File: config.mk
export PLATFORM = sky130hd
export DESIGN_NAME = general_timers_and_watchdog
export DESIGN_NICKNAME = d
export VERILOG_FILES = /design/src/shared/gtw_pkg.sv /design/src/rtl/timer_channel.sv /design/src/rtl/watchdog_counter.sv /design/src/rtl/general_timers_and_watchdog.sv
export VERILOG_INCLUDE_DIRS = /design/src /design/src/shared
export SDC_FILE = /design/constraint.sdc
export NUM_CORES = 1
export LEC_CHECK = 0
export BUFFER_PORTS_ARGS = -buffer_cell sky130_fd_sc_hd__buf_4
export CAP_MARGIN = 20
export CORE_MARGIN = 2
export CORE_UTILIZATION = 40
export DETAILED_ROUTE_END_ITERATION = 8
export PLACE_DENSITY = 0.66
export SYNTH_ARGS = -nofsm -noshare
export SYNTH_HDL_FRONTEND = slang
export SYNTH_SLANG_ARGS = --single-unit
File: constraint.sdc
create_clock -name clock -period 2.2 [get_ports clock]
set_input_delay 0.22 -clock clock [delete_from_list [all_inputs] [get_ports clock]]
set_output_delay 0.22 -clock clock [all_outputs]
set_load 0.02 [all_outputs]
File: src/shared/gtw_consts.svh
// register map, field positions, reset values and timing counts
`ifndef GTW_CONSTS_SVH
`define GTW_CONSTS_SVH

`define ADDR_GENERAL_TIMER_A_COUNT   32'h5002_0000
`define ADDR_GENERAL_TIMER_A_CONTROL 32'h5002_0004
`define ADDR_GENERAL_TIMER_B_COUNT   32'h5002_0008
`define ADDR_GENERAL_TIMER_B_CONTROL 32'h5002_000C
`define ADDR_GENERAL_TIMER_C_COUNT   32'h5002_0010
`define ADDR_GENERAL_TIMER_C_CONTROL 32'h5002_0014
`define ADDR_WDT_SETUP      32'h5002_0018
`define ADDR_WDT_KEY        32'h5002_001C
`define ADDR_TIMER_IRQ_EN   32'h5002_0060
`define TIMER_STRIDE        32'h0000_0008

`define TIMER_RUN_BIT       0
`define WDT_ENABLE_BIT      0
`define WDT_EXPIRY_RESET_ENABLE_BIT       1
`define WDT_FLAG_BIT        2
`define WDT_SEL_LSB         3
`define WDT_SEL_MSB         4

`define TIMER_COUNT_RESET   32'h0000_0000
`define WDT_SEL_RESET       2'h0
`define WDT_KEY_RESET       32'h0000_0000
`define WDT_KEY_FIRST       32'h3C57_0001
`define WDT_KEY_SECOND      32'h007F_4AD6

`define WDT_PERIOD_0        33'h0_0000_2000
`define WDT_PERIOD_1        33'h0_0008_0000
`define WDT_PERIOD_2        33'h0_0040_0000
`define WDT_PERIOD_3        33'h1_0000_0000

`endif

File: src/shared/gtw_pkg.sv
// types shared by the timer and watchdog block
package gtw_pkg;

  typedef enum logic [0:0] {
    KEY_WAIT_FIRST,
    KEY_WAIT_SECOND
  } key_state_e;

  typedef logic [1:0] timeout_sel_t;

endpackage

File: src/rtl/timer_channel.sv
// one up-counting general timer with rollover pulse
`timescale 1ns/1ns
`default_nettype none
`include "gtw_consts.svh"

module timer_channel #(
  parameter int WIDTH = 32
) (
  input  wire logic             clock,      // system clock
  input  wire logic             sys_rst,    // sync reset, high
  input  wire logic             run,        // count enable
  input  wire logic             load,       // software write of count
  input  wire logic [WIDTH-1:0] load_value, // start value
  input  wire logic             irq_enable, // rollover interrupt enable
  output logic      [WIDTH-1:0] count,      // current count
  output logic                  wrap_irq    // one-cycle rollover request
);

  logic [WIDTH-1:0] count_reg;
  logic             at_max;

  assign at_max = (count_reg == {WIDTH{1'b1}});
  assign count  = count_reg;

  // a software load wins over the increment of the same cycle
  always_ff @(posedge clock) begin
    if (sys_rst) begin
      count_reg <= '0;
    end else if (load) begin
      count_reg <= load_value;
    end else if (run) begin
      count_reg <= count_reg + {{(WIDTH-1){1'b0}}, 1'b1};
    end
  end

  // no reload after the wrap: software rewrites the count if wanted
  always_ff @(posedge clock) begin
    if (sys_rst) begin
      wrap_irq <= 1'b0;
    end else begin
      wrap_irq <= run && !load && at_max && irq_enable;
    end
  end

endmodule
`default_nettype wire

File: src/rtl/watchdog_counter.sv
// watchdog cycle counter with expiry pulse
`timescale 1ns/1ns
`default_nettype none

module watchdog_counter (
  input  wire logic        clock,    // system clock
  input  wire logic        sys_rst,  // sync reset, high
  input  wire logic        run,      // watchdog enabled
  input  wire logic        service,  // valid key pair seen
  input  wire logic [31:0] last_cnt, // selected period minus one
  output logic             expired   // one-cycle expiry pulse
);

  logic [31:0] cnt_reg;
  logic        hit;

  assign hit = run && !service && (cnt_reg == last_cnt);

  // restart from zero on expiry so that later expiries are seen too
  always_ff @(posedge clock) begin
    if (sys_rst) begin
      cnt_reg <= 32'h0000_0000;
    end else if (service || hit) begin
      cnt_reg <= 32'h0000_0000;
    end else if (run) begin
      cnt_reg <= cnt_reg + 32'h0000_0001;
    end
  end

  always_ff @(posedge clock) begin
    if (sys_rst) begin
      expired <= 1'b0;
    end else begin
      expired <= hit;
    end
  end

endmodule
`default_nettype wire

File: src/rtl/general_timers_and_watchdog.sv
// three general timers and the watchdog unit behind a simple register port
`timescale 1ns/1ns
`default_nettype none
`include "gtw_consts.svh"

// How it works
// - A running timer counts up from its loaded value to all ones, wraps to zero and keeps going.
// - A wrap with the interrupt enabled raises that timer's interrupt request.
// - A timer control bit of 1 runs the counter, 0 holds it, and it resets to 0.
// - Each count register is 32-bit read-write, zero after reset, written as start, read as current.
// - A 2-bit select picks a watchdog period of 2^13, 2^19, 2^22 or 2^32 cycles and resets to 0.
// - Once enabled the watchdog counts cycles from zero and triggers at the selected limit.
// - After a reset caused by a watchdog expiry the watchdog reset flag is set; software may clear it.
// - With reset-enable set, a watchdog expiry forces a reset of the microcontroller.
// - Reset-enable can be set by software but clearing writes are ignored.
// - The watchdog enable stays set until a reset, ignoring clearing writes.
// - Writing the first and then the second key word back to back clears the watchdog counter.
module general_timers_and_watchdog #(
  parameter int          TIMERS       = 3,
  parameter int          WIDTH        = 32,
  parameter logic [32:0] WDT_PERIOD_0 = `WDT_PERIOD_0,
  parameter logic [32:0] WDT_PERIOD_1 = `WDT_PERIOD_1,
  parameter logic [32:0] WDT_PERIOD_2 = `WDT_PERIOD_2,
  parameter logic [32:0] WDT_PERIOD_3 = `WDT_PERIOD_3
) (
  input  wire logic              clock,         // 50 MHz system clock
  input  wire logic              sys_rst,       // sync reset, high
  input  wire logic              por_rst,       // sync power-on reset, high
  input  wire logic [31:0]       bus_addr,      // register byte address
  input  wire logic [31:0]       bus_wdata,     // write data
  input  wire logic              bus_wr,        // write strobe
  input  wire logic              bus_rd,        // read strobe
  output logic      [31:0]       bus_rdata,     // read data, cycle after strobe
  output logic      [TIMERS-1:0] timer_irq,     // rollover pulses
  output logic                   wdt_reset_req  // one-cycle chip reset request
);

  // ---------------------------------------------------------------
  // address decode
  // ---------------------------------------------------------------
  logic [TIMERS-1:0] hit_count;
  logic [TIMERS-1:0] hit_control;
  logic              hit_setup;
  logic              hit_key;
  logic              hit_irq_en;
  logic              bus_access;

  assign bus_access = bus_wr || bus_rd;

  always_comb begin
    hit_setup  = 1'b0;
    hit_key    = 1'b0;
    hit_irq_en = 1'b0;
    if (bus_addr == `ADDR_WDT_SETUP) begin
      hit_setup = 1'b1;
    end else if (bus_addr == `ADDR_WDT_KEY) begin
      hit_key = 1'b1;
    end else if (bus_addr == `ADDR_TIMER_IRQ_EN) begin
      hit_irq_en = 1'b1;
    end
  end

  genvar t;
  generate
    for (t = 0; t < TIMERS; t++) begin : g_dec
      localparam logic [31:0] STEP = 32'(t) * `TIMER_STRIDE;
      assign hit_count[t]   = (bus_addr == `ADDR_GENERAL_TIMER_A_COUNT + STEP);
      assign hit_control[t] = (bus_addr == `ADDR_GENERAL_TIMER_A_CONTROL + STEP);
    end
  endgenerate

  // ---------------------------------------------------------------
  // timers
  // ---------------------------------------------------------------
  logic [TIMERS-1:0] run_reg;
  logic [TIMERS-1:0] irq_en_reg;
  logic [WIDTH-1:0]  count_val [TIMERS];
  logic [TIMERS-1:0] wrap_irq;

  always_ff @(posedge clock) begin
    if (sys_rst) begin
      irq_en_reg <= '0;
    end else if (bus_wr && hit_irq_en) begin
      irq_en_reg <= bus_wdata[TIMERS-1:0];
    end
  end

  generate
    for (t = 0; t < TIMERS; t++) begin : g_timer
      always_ff @(posedge clock) begin
        if (sys_rst) begin
          run_reg[t] <= 1'b0;
        end else if (bus_wr && hit_control[t]) begin
          run_reg[t] <= bus_wdata[`TIMER_RUN_BIT];
        end
      end

      timer_channel #(
        .WIDTH (WIDTH)
      ) u_timer (
        .clock      (clock),
        .sys_rst    (sys_rst),
        .run        (run_reg[t]),
        .load       (bus_wr && hit_count[t]),
        .load_value (bus_wdata[WIDTH-1:0]),
        .irq_enable (irq_en_reg[t]),
        .count      (count_val[t]),
        .wrap_irq   (wrap_irq[t])
      );
    end
  endgenerate

  // channel pulses already come from flops
  assign timer_irq = wrap_irq;

  // ---------------------------------------------------------------
  // watchdog setup register
  // ---------------------------------------------------------------
  logic                wdt_enable_reg;
  logic                wdt_expiry_reset_enable_reg;
  logic                wdt_flag_reg;
  gtw_pkg::timeout_sel_t wdt_sel_reg;
  logic                setup_wr;

  assign setup_wr = bus_wr && hit_setup;

  // set-only bits: a zero written later has no effect
  always_ff @(posedge clock) begin
    if (sys_rst) begin
      wdt_enable_reg <= 1'b0;
    end else if (setup_wr && bus_wdata[`WDT_ENABLE_BIT]) begin
      wdt_enable_reg <= 1'b1;
    end
  end

  always_ff @(posedge clock) begin
    if (sys_rst) begin
      wdt_expiry_reset_enable_reg <= 1'b0;
    end else if (setup_wr && bus_wdata[`WDT_EXPIRY_RESET_ENABLE_BIT]) begin
      wdt_expiry_reset_enable_reg <= 1'b1;
    end
  end

  always_ff @(posedge clock) begin
    if (sys_rst) begin
      wdt_sel_reg <= `WDT_SEL_RESET;
    end else if (setup_wr) begin
      wdt_sel_reg <= bus_wdata[`WDT_SEL_MSB:`WDT_SEL_LSB];
    end
  end

  // ---------------------------------------------------------------
  // reset cause: survives sys_rst, cleared by power-on reset or on the first cycle after reset release
  // ---------------------------------------------------------------
  logic cause_reg;
  logic in_rst_reg;
  logic wdt_expired;

  always_ff @(posedge clock) begin
    if (por_rst) begin
      in_rst_reg <= 1'b1;
    end else begin
      in_rst_reg <= sys_rst;
    end
  end

  // held through the reset, dropped on the first cycle after release
  always_ff @(posedge clock) begin
    if (por_rst) begin
      cause_reg <= 1'b0;
    end else if (wdt_expired && wdt_expiry_reset_enable_reg && !sys_rst) begin
      cause_reg <= 1'b1;
    end else if (in_rst_reg && !sys_rst) begin
      cause_reg <= 1'b0;
    end
  end

  // flag is loaded from the cause while reset is held
  always_ff @(posedge clock) begin
    if (por_rst) begin
      wdt_flag_reg <= 1'b0;
    end else if (sys_rst) begin
      wdt_flag_reg <= cause_reg;
    end else if (setup_wr && !bus_wdata[`WDT_FLAG_BIT]) begin
      wdt_flag_reg <= 1'b0;
    end
  end

  // ---------------------------------------------------------------
  // key sequence
  // ---------------------------------------------------------------
  gtw_pkg::key_state_e key_state_reg;
  logic [31:0]         key_reg;
  logic                key_wr;
  logic                service;

  assign key_wr  = bus_wr && hit_key;
  assign service = (key_state_reg == gtw_pkg::KEY_WAIT_SECOND) && key_wr &&
                   (bus_wdata == `WDT_KEY_SECOND);

  // after the first word, any bus access but a repeated first key word resets the sequencer, so only that may slip between the words
  always_ff @(posedge clock) begin
    if (sys_rst) begin
      key_state_reg <= gtw_pkg::KEY_WAIT_FIRST;
    end else if (bus_access) begin
      case (key_state_reg)
        gtw_pkg::KEY_WAIT_FIRST: begin
          if (key_wr && bus_wdata == `WDT_KEY_FIRST) begin
            key_state_reg <= gtw_pkg::KEY_WAIT_SECOND;
          end
        end
        gtw_pkg::KEY_WAIT_SECOND: begin
          if (key_wr && bus_wdata == `WDT_KEY_FIRST) begin
            key_state_reg <= gtw_pkg::KEY_WAIT_SECOND;
          end else begin
            key_state_reg <= gtw_pkg::KEY_WAIT_FIRST;
          end
        end
        default: begin
          key_state_reg <= gtw_pkg::KEY_WAIT_FIRST;
        end
      endcase
    end
  end

  always_ff @(posedge clock) begin
    if (sys_rst) begin
      key_reg <= `WDT_KEY_RESET;
    end else if (key_wr) begin
      key_reg <= bus_wdata;
    end
  end

  // ---------------------------------------------------------------
  // watchdog counter and reset request
  // ---------------------------------------------------------------
  logic [31:0] last_cnt;

  always_comb begin
    case (wdt_sel_reg)
      2'h0:    last_cnt = 32'(WDT_PERIOD_0 - 33'h0_0000_0001);
      2'h1:    last_cnt = 32'(WDT_PERIOD_1 - 33'h0_0000_0001);
      2'h2:    last_cnt = 32'(WDT_PERIOD_2 - 33'h0_0000_0001);
      default: last_cnt = 32'(WDT_PERIOD_3 - 33'h0_0000_0001);
    endcase
  end

  watchdog_counter u_wdt (
    .clock    (clock),
    .sys_rst  (sys_rst),
    .run      (wdt_enable_reg),
    .service  (service),
    .last_cnt (last_cnt),
    .expired  (wdt_expired)
  );

  // without reset-enable the expiry is silent
  always_ff @(posedge clock) begin
    if (sys_rst) begin
      wdt_reset_req <= 1'b0;
    end else begin
      wdt_reset_req <= wdt_expired && wdt_expiry_reset_enable_reg;
    end
  end

  // ---------------------------------------------------------------
  // read back
  // ---------------------------------------------------------------
  logic [31:0] rd_mux;

  always_comb begin
    rd_mux = 32'h0000_0000;
    for (int i = 0; i < TIMERS; i++) begin
      if (hit_count[i]) begin
        rd_mux = 32'(count_val[i]);
      end
      if (hit_control[i]) begin
        rd_mux[`TIMER_RUN_BIT] = run_reg[i];
      end
    end
    if (hit_setup) begin
      rd_mux[`WDT_ENABLE_BIT]               = wdt_enable_reg;
      rd_mux[`WDT_EXPIRY_RESET_ENABLE_BIT]                = wdt_expiry_reset_enable_reg;
      rd_mux[`WDT_FLAG_BIT]                 = wdt_flag_reg;
      rd_mux[`WDT_SEL_MSB:`WDT_SEL_LSB]     = wdt_sel_reg;
    end else if (hit_key) begin
      rd_mux = key_reg;
    end else if (hit_irq_en) begin
      rd_mux[TIMERS-1:0] = irq_en_reg;
    end
  end

  // unmapped or idle reads give zero; data stands one cycle only
  always_ff @(posedge clock) begin
    if (sys_rst) begin
      bus_rdata <= 32'h0000_0000;
    end else if (bus_rd) begin
      bus_rdata <= rd_mux;
    end else begin
      bus_rdata <= 32'h0000_0000;
    end
  end

endmodule
`default_nettype wire

==> flow_metrics.py <==
metrics = {
    "run_status": {
        "status": "complete, but fails checks",
        "violations": "design-rule violations",
    },
    "worst_setup_path": {
        "path_max_fanout": 11,
        "slowest_stage": "dfxtp_1",
        "arrival_ns": 2.52,
        "max_stage_delay_ns": 0.47,
        "cp_num_buf_inv": 0,
        "required_ns": 2.61,
        "worstSetupEndpointType": "flop",
        "regToRegSetupSlack_ns": 0.09,
        "path_cells": "and4_1 -> nand2_1 -> nor4_1 -> xnor2_1 -> a211oi_1",
        "critical_path_class": "flop to flop",
        "reg2reg_depth": 5,
        "crit_family": "simple AND/OR/NAND/NOR gates",
        "cp-start-kind": "flop",
        "critical_path_cell_count": 5,
    },
    "routing": {
        "viasPerCell": 5.937,
        "drt_iter0_markers": 1270,
        "drc_errors": 6,
        "via_count": 10490,
        "firstDrtPassIters": 7,
        "post_drt_wl_per_cell_um": 19.98,
        "wirelength_mm": 35.29,
        "ant_nets": 0,
    },
    "timing": {
        "max_slew_margin": 0.5434,
        "finalMaxSlewViolations": 0,
        "fin_crit_ns": 2.109,
        "finalSetupViolations": 0,
        "finalHoldViolations": 0,
        "skew_ns": 0.009670,
        "tns_ns": 0,
        "fmax_ghz": 0.4741,
        "rsz0062_at_grt": "no",
        "period_share": 0.9587,
        "tightest_slew_ns": 0.6754,
    },
    "yosys": {
        "syn_area_um2": 10680,
        "syn_area_per_cell_um2": 8.227,
        "async_reset_ff_frac": 0,
        "synth_enable_flop_cells": 0,
        "synthFlopType": "dfxtp_1",
        "syn_inst": 1298,
        "yosys_warnings": 0,
        "ys_ff_latch": 211,
        "synth_cell_types": 61,
        "yosysSeqAreaShare": 0.3955,
        "synth.net_count": 1371,
    },
    "floorplan": {
        "fp.dieW_um": 167.4,
        "core_um2": 26130,
        "io_pins": 105,
        "row_count": 59,
        "die_area_um2": 28020,
        "fp.dieH_um": 167.4,
        "start_util": 0.4086,
    },
    "clocking": {
        "cts-buffers-inserted": 25,
        "cts_tree": "yes",
        "postCtsSetupBuffers": 0,
        "cts_buffer_depth": 3,
        "cts.sinks": 211,
        "worstSkewPairLatency_ns": 0.53,
        "clk_transition_reported_paths_ns": 0.06,
        "htree_levels": 1,
        "cts_root_buf": "clkbuf_16",
    },
    "finish": {
        "fillers": 2517,
        "fin_cells": 1766,
        "area_delta_synth_final_pct": 22.24,
        "n_antenna_cell": 0,
        "utilization": 0.4995,
        "fin_nets": 1490,
        "largest_register_ffs": 96,
        "drive_gt1_frac": 0.1551,
    },
    "place": {
        "numPlacedInstances": 1700,
        "gp_congestion": 0.9042,
        "dp_hpwl_mm": 24.71,
        "portBuffers": 104,
    },
    "min_path": {
        "hold_path_depth": 3,
        "hold_path_class": "input port to flop",
    },
    "pwr": {
        "power_density_nw_per_um2": 625.1,
        "ir_worst_vdd_mv": 0.5543,
        "p_leak_nw": 4.328,
        "finalPower_mw": 8.159,
    },
    "global_routing": {
        "antenna_found_initial": 0,
        "grt_pass1_wl_mm": 55.43,
        "grtUsageTotal": 0.2459,
        "grt_pass1_vias": 9869,
        "overflow": 0,
        "grt_max_degree": 106,
    },
    "run": {
        "maxCapViolations": 0,
    },
}
[cell families (layout without fill, tap and decap cells)]
kind of cell               after synthesis  after routing  share of synthesized area
and+or+nand+nor                        610            610                     0.2873
AOI/OAI and AO/OA                      236            236                     0.1590
DFF                                    211            211                     0.3955
xor gates and xnor gates               119            119                    0.09760
buffers and inverters                  108            241                    0.04534
muxes                                   10             10                    0.01055
adders and majority gates                4              4                   0.004687
[synth_stat cells, types with 2 or more instances]
cell	number	share of area
nor3_1	60	0.028
nor3b_1	2	0.0014
nor4_2	2	0.0023
o22ai_1	4	0.0023
o31ai_1	3	0.0021
or4_1	6	0.0042
clkbuf_1	58	0.020
xor2_1	59	0.048
inv_1	7	0.0025
nor2_1	184	0.065
nand4_1	58	0.034
a2bb2oi_1	2	0.0016
a22oi_1	31	0.022
or4b_2	2	0.0019
a211oi_1	92	0.065
buf_1	5	0.0018
ha_1	4	0.0047
mux2i_1	9	0.0084
o21ai_0	10	0.0047
and3_1	20	0.012
a221oi_1	27	0.022
buf_4	5	0.0035
nand2_1	128	0.045
nor4b_1	4	0.0033
a31oi_1	3	0.0018
nor4_1	42	0.025
nand3_1	55	0.026
nor4b_2	2	0.0028
buf_2	29	0.014
dfxtp_1	211	0.40
xnor2_1	60	0.049
buf_6	3	0.0032
and4_1	21	0.017
o41a_1	2	0.0021
nand4b_1	4	0.0033
nand4_4	2	0.0040
a21oi_1	48	0.022
o21a_1	2	0.0014
and2_1	10	0.0059
[cells in the final DEF, fill, tap and decap left out, types with 3 or more instances in the layout]
master         count
a211oi_1          92
or4_1              6
and4_1            21
clkinv_2           3
nor3_1            59
and2_1            10
nand4_1           58
clkbuf_16         25
o21ai_0           10
dfxtp_1          211
xnor2_1           60
inv_1              7
nor4b_1            3
mux2i_1            9
clkbuf_8           5
a31oi_1            3
nand3_1           55
o31ai_1            3
a22oi_1           31
ha_1               4
buf_12             7
o22ai_1            4
xor2_1            59
nor4_1            40
a21oi_1           48
buf_4            159
nand2_1          128
nand4b_1           4
a221oi_1          27
nor4_2             4
nor2_1           184
dlygate4sd3_1     25
clkbuf_1           5
and3_1            20
[what timing repair did]
item                       in CTS  in global routing
hold endpoints to repair       32                  0
setup endpoints to repair       0                 11
gates resized for setup         0                  4
hold buffers                   25                  0
[power by group]
group	total [mW]	switching (mW)	internal (mW)
Combinational	0.375	0.225	0.149
Clock	3.96	1.61	2.35
Sequential	3.82	0.000186	3.82
Total	8.16	1.83	6.32
[area by class of cell]
| cell class | count | area [µm²] | share of cell area |
|---|---|---|---|
| multi-input combinational | 979 | 6003 | 0.4599 |
| timing repair buffer | 193 | 1607 | 0.1231 |
| clock buffer | 35 | 713.2 | 0.05463 |
| inverter | 7 | 26.28 | 0.002013 |
| tap | 335 | 419.2 | 0.03211 |
| sequential | 211 | 4224 | 0.3236 |
| clock inverter | 6 | 61.31 | 0.004697 |
[layer usage]
layer	routed length, µm	up-vias	GRT usage
met5	0	-	0
met4	773	0	0.06200
met3	2953	66	0.04325
met2	16150	450	0.3920
met1	15410	4992	0.3455
li1	-	4977	-
[worst paths after layout]
| path | to | startpoint |
|---|---|---|
| setup / recovery | g_timer[0].u_timer.count[25]$_SDFFE_PP0P_ | g_timer[0].u_timer.count[10]$_SDFFE_PP0P_ |
| hold / removal | key_reg[17]$_SDFFE_PP0N_ | bus_wdata[17] |
| setup reg to reg | g_timer[0].u_timer.count[25]$_SDFFE_PP0P_ | g_timer[0].u_timer.count[10]$_SDFFE_PP0P_ |
| hold reg to reg | wdt_flag_reg$_SDFFE_PP0P_ | cause_reg$_SDFFE_PP0P_ |
[stage by stage]
stage          cell area, µm²  setup WS [ns]  hold slack [ns]
3_3_place_gp            12010         0.1419           0.3998
3_5_place_dp            12010         0.1205           0.4006
6_report                13050        0.09088          0.01203
4_1_cts                 13040         0.1049         0.005107
2_1_floorplan           10680         0.2058           0.2891
5_1_grt                 13050        0.01189          0.01065
[worst min-delay path: cells and delay by family]
kind,cells,cell delay (ns)
buf+inv,1,0.15
compound gates,1,0.05
simple gates,1,0.06
No activity file was read; power rests on OpenSTA's default activity.
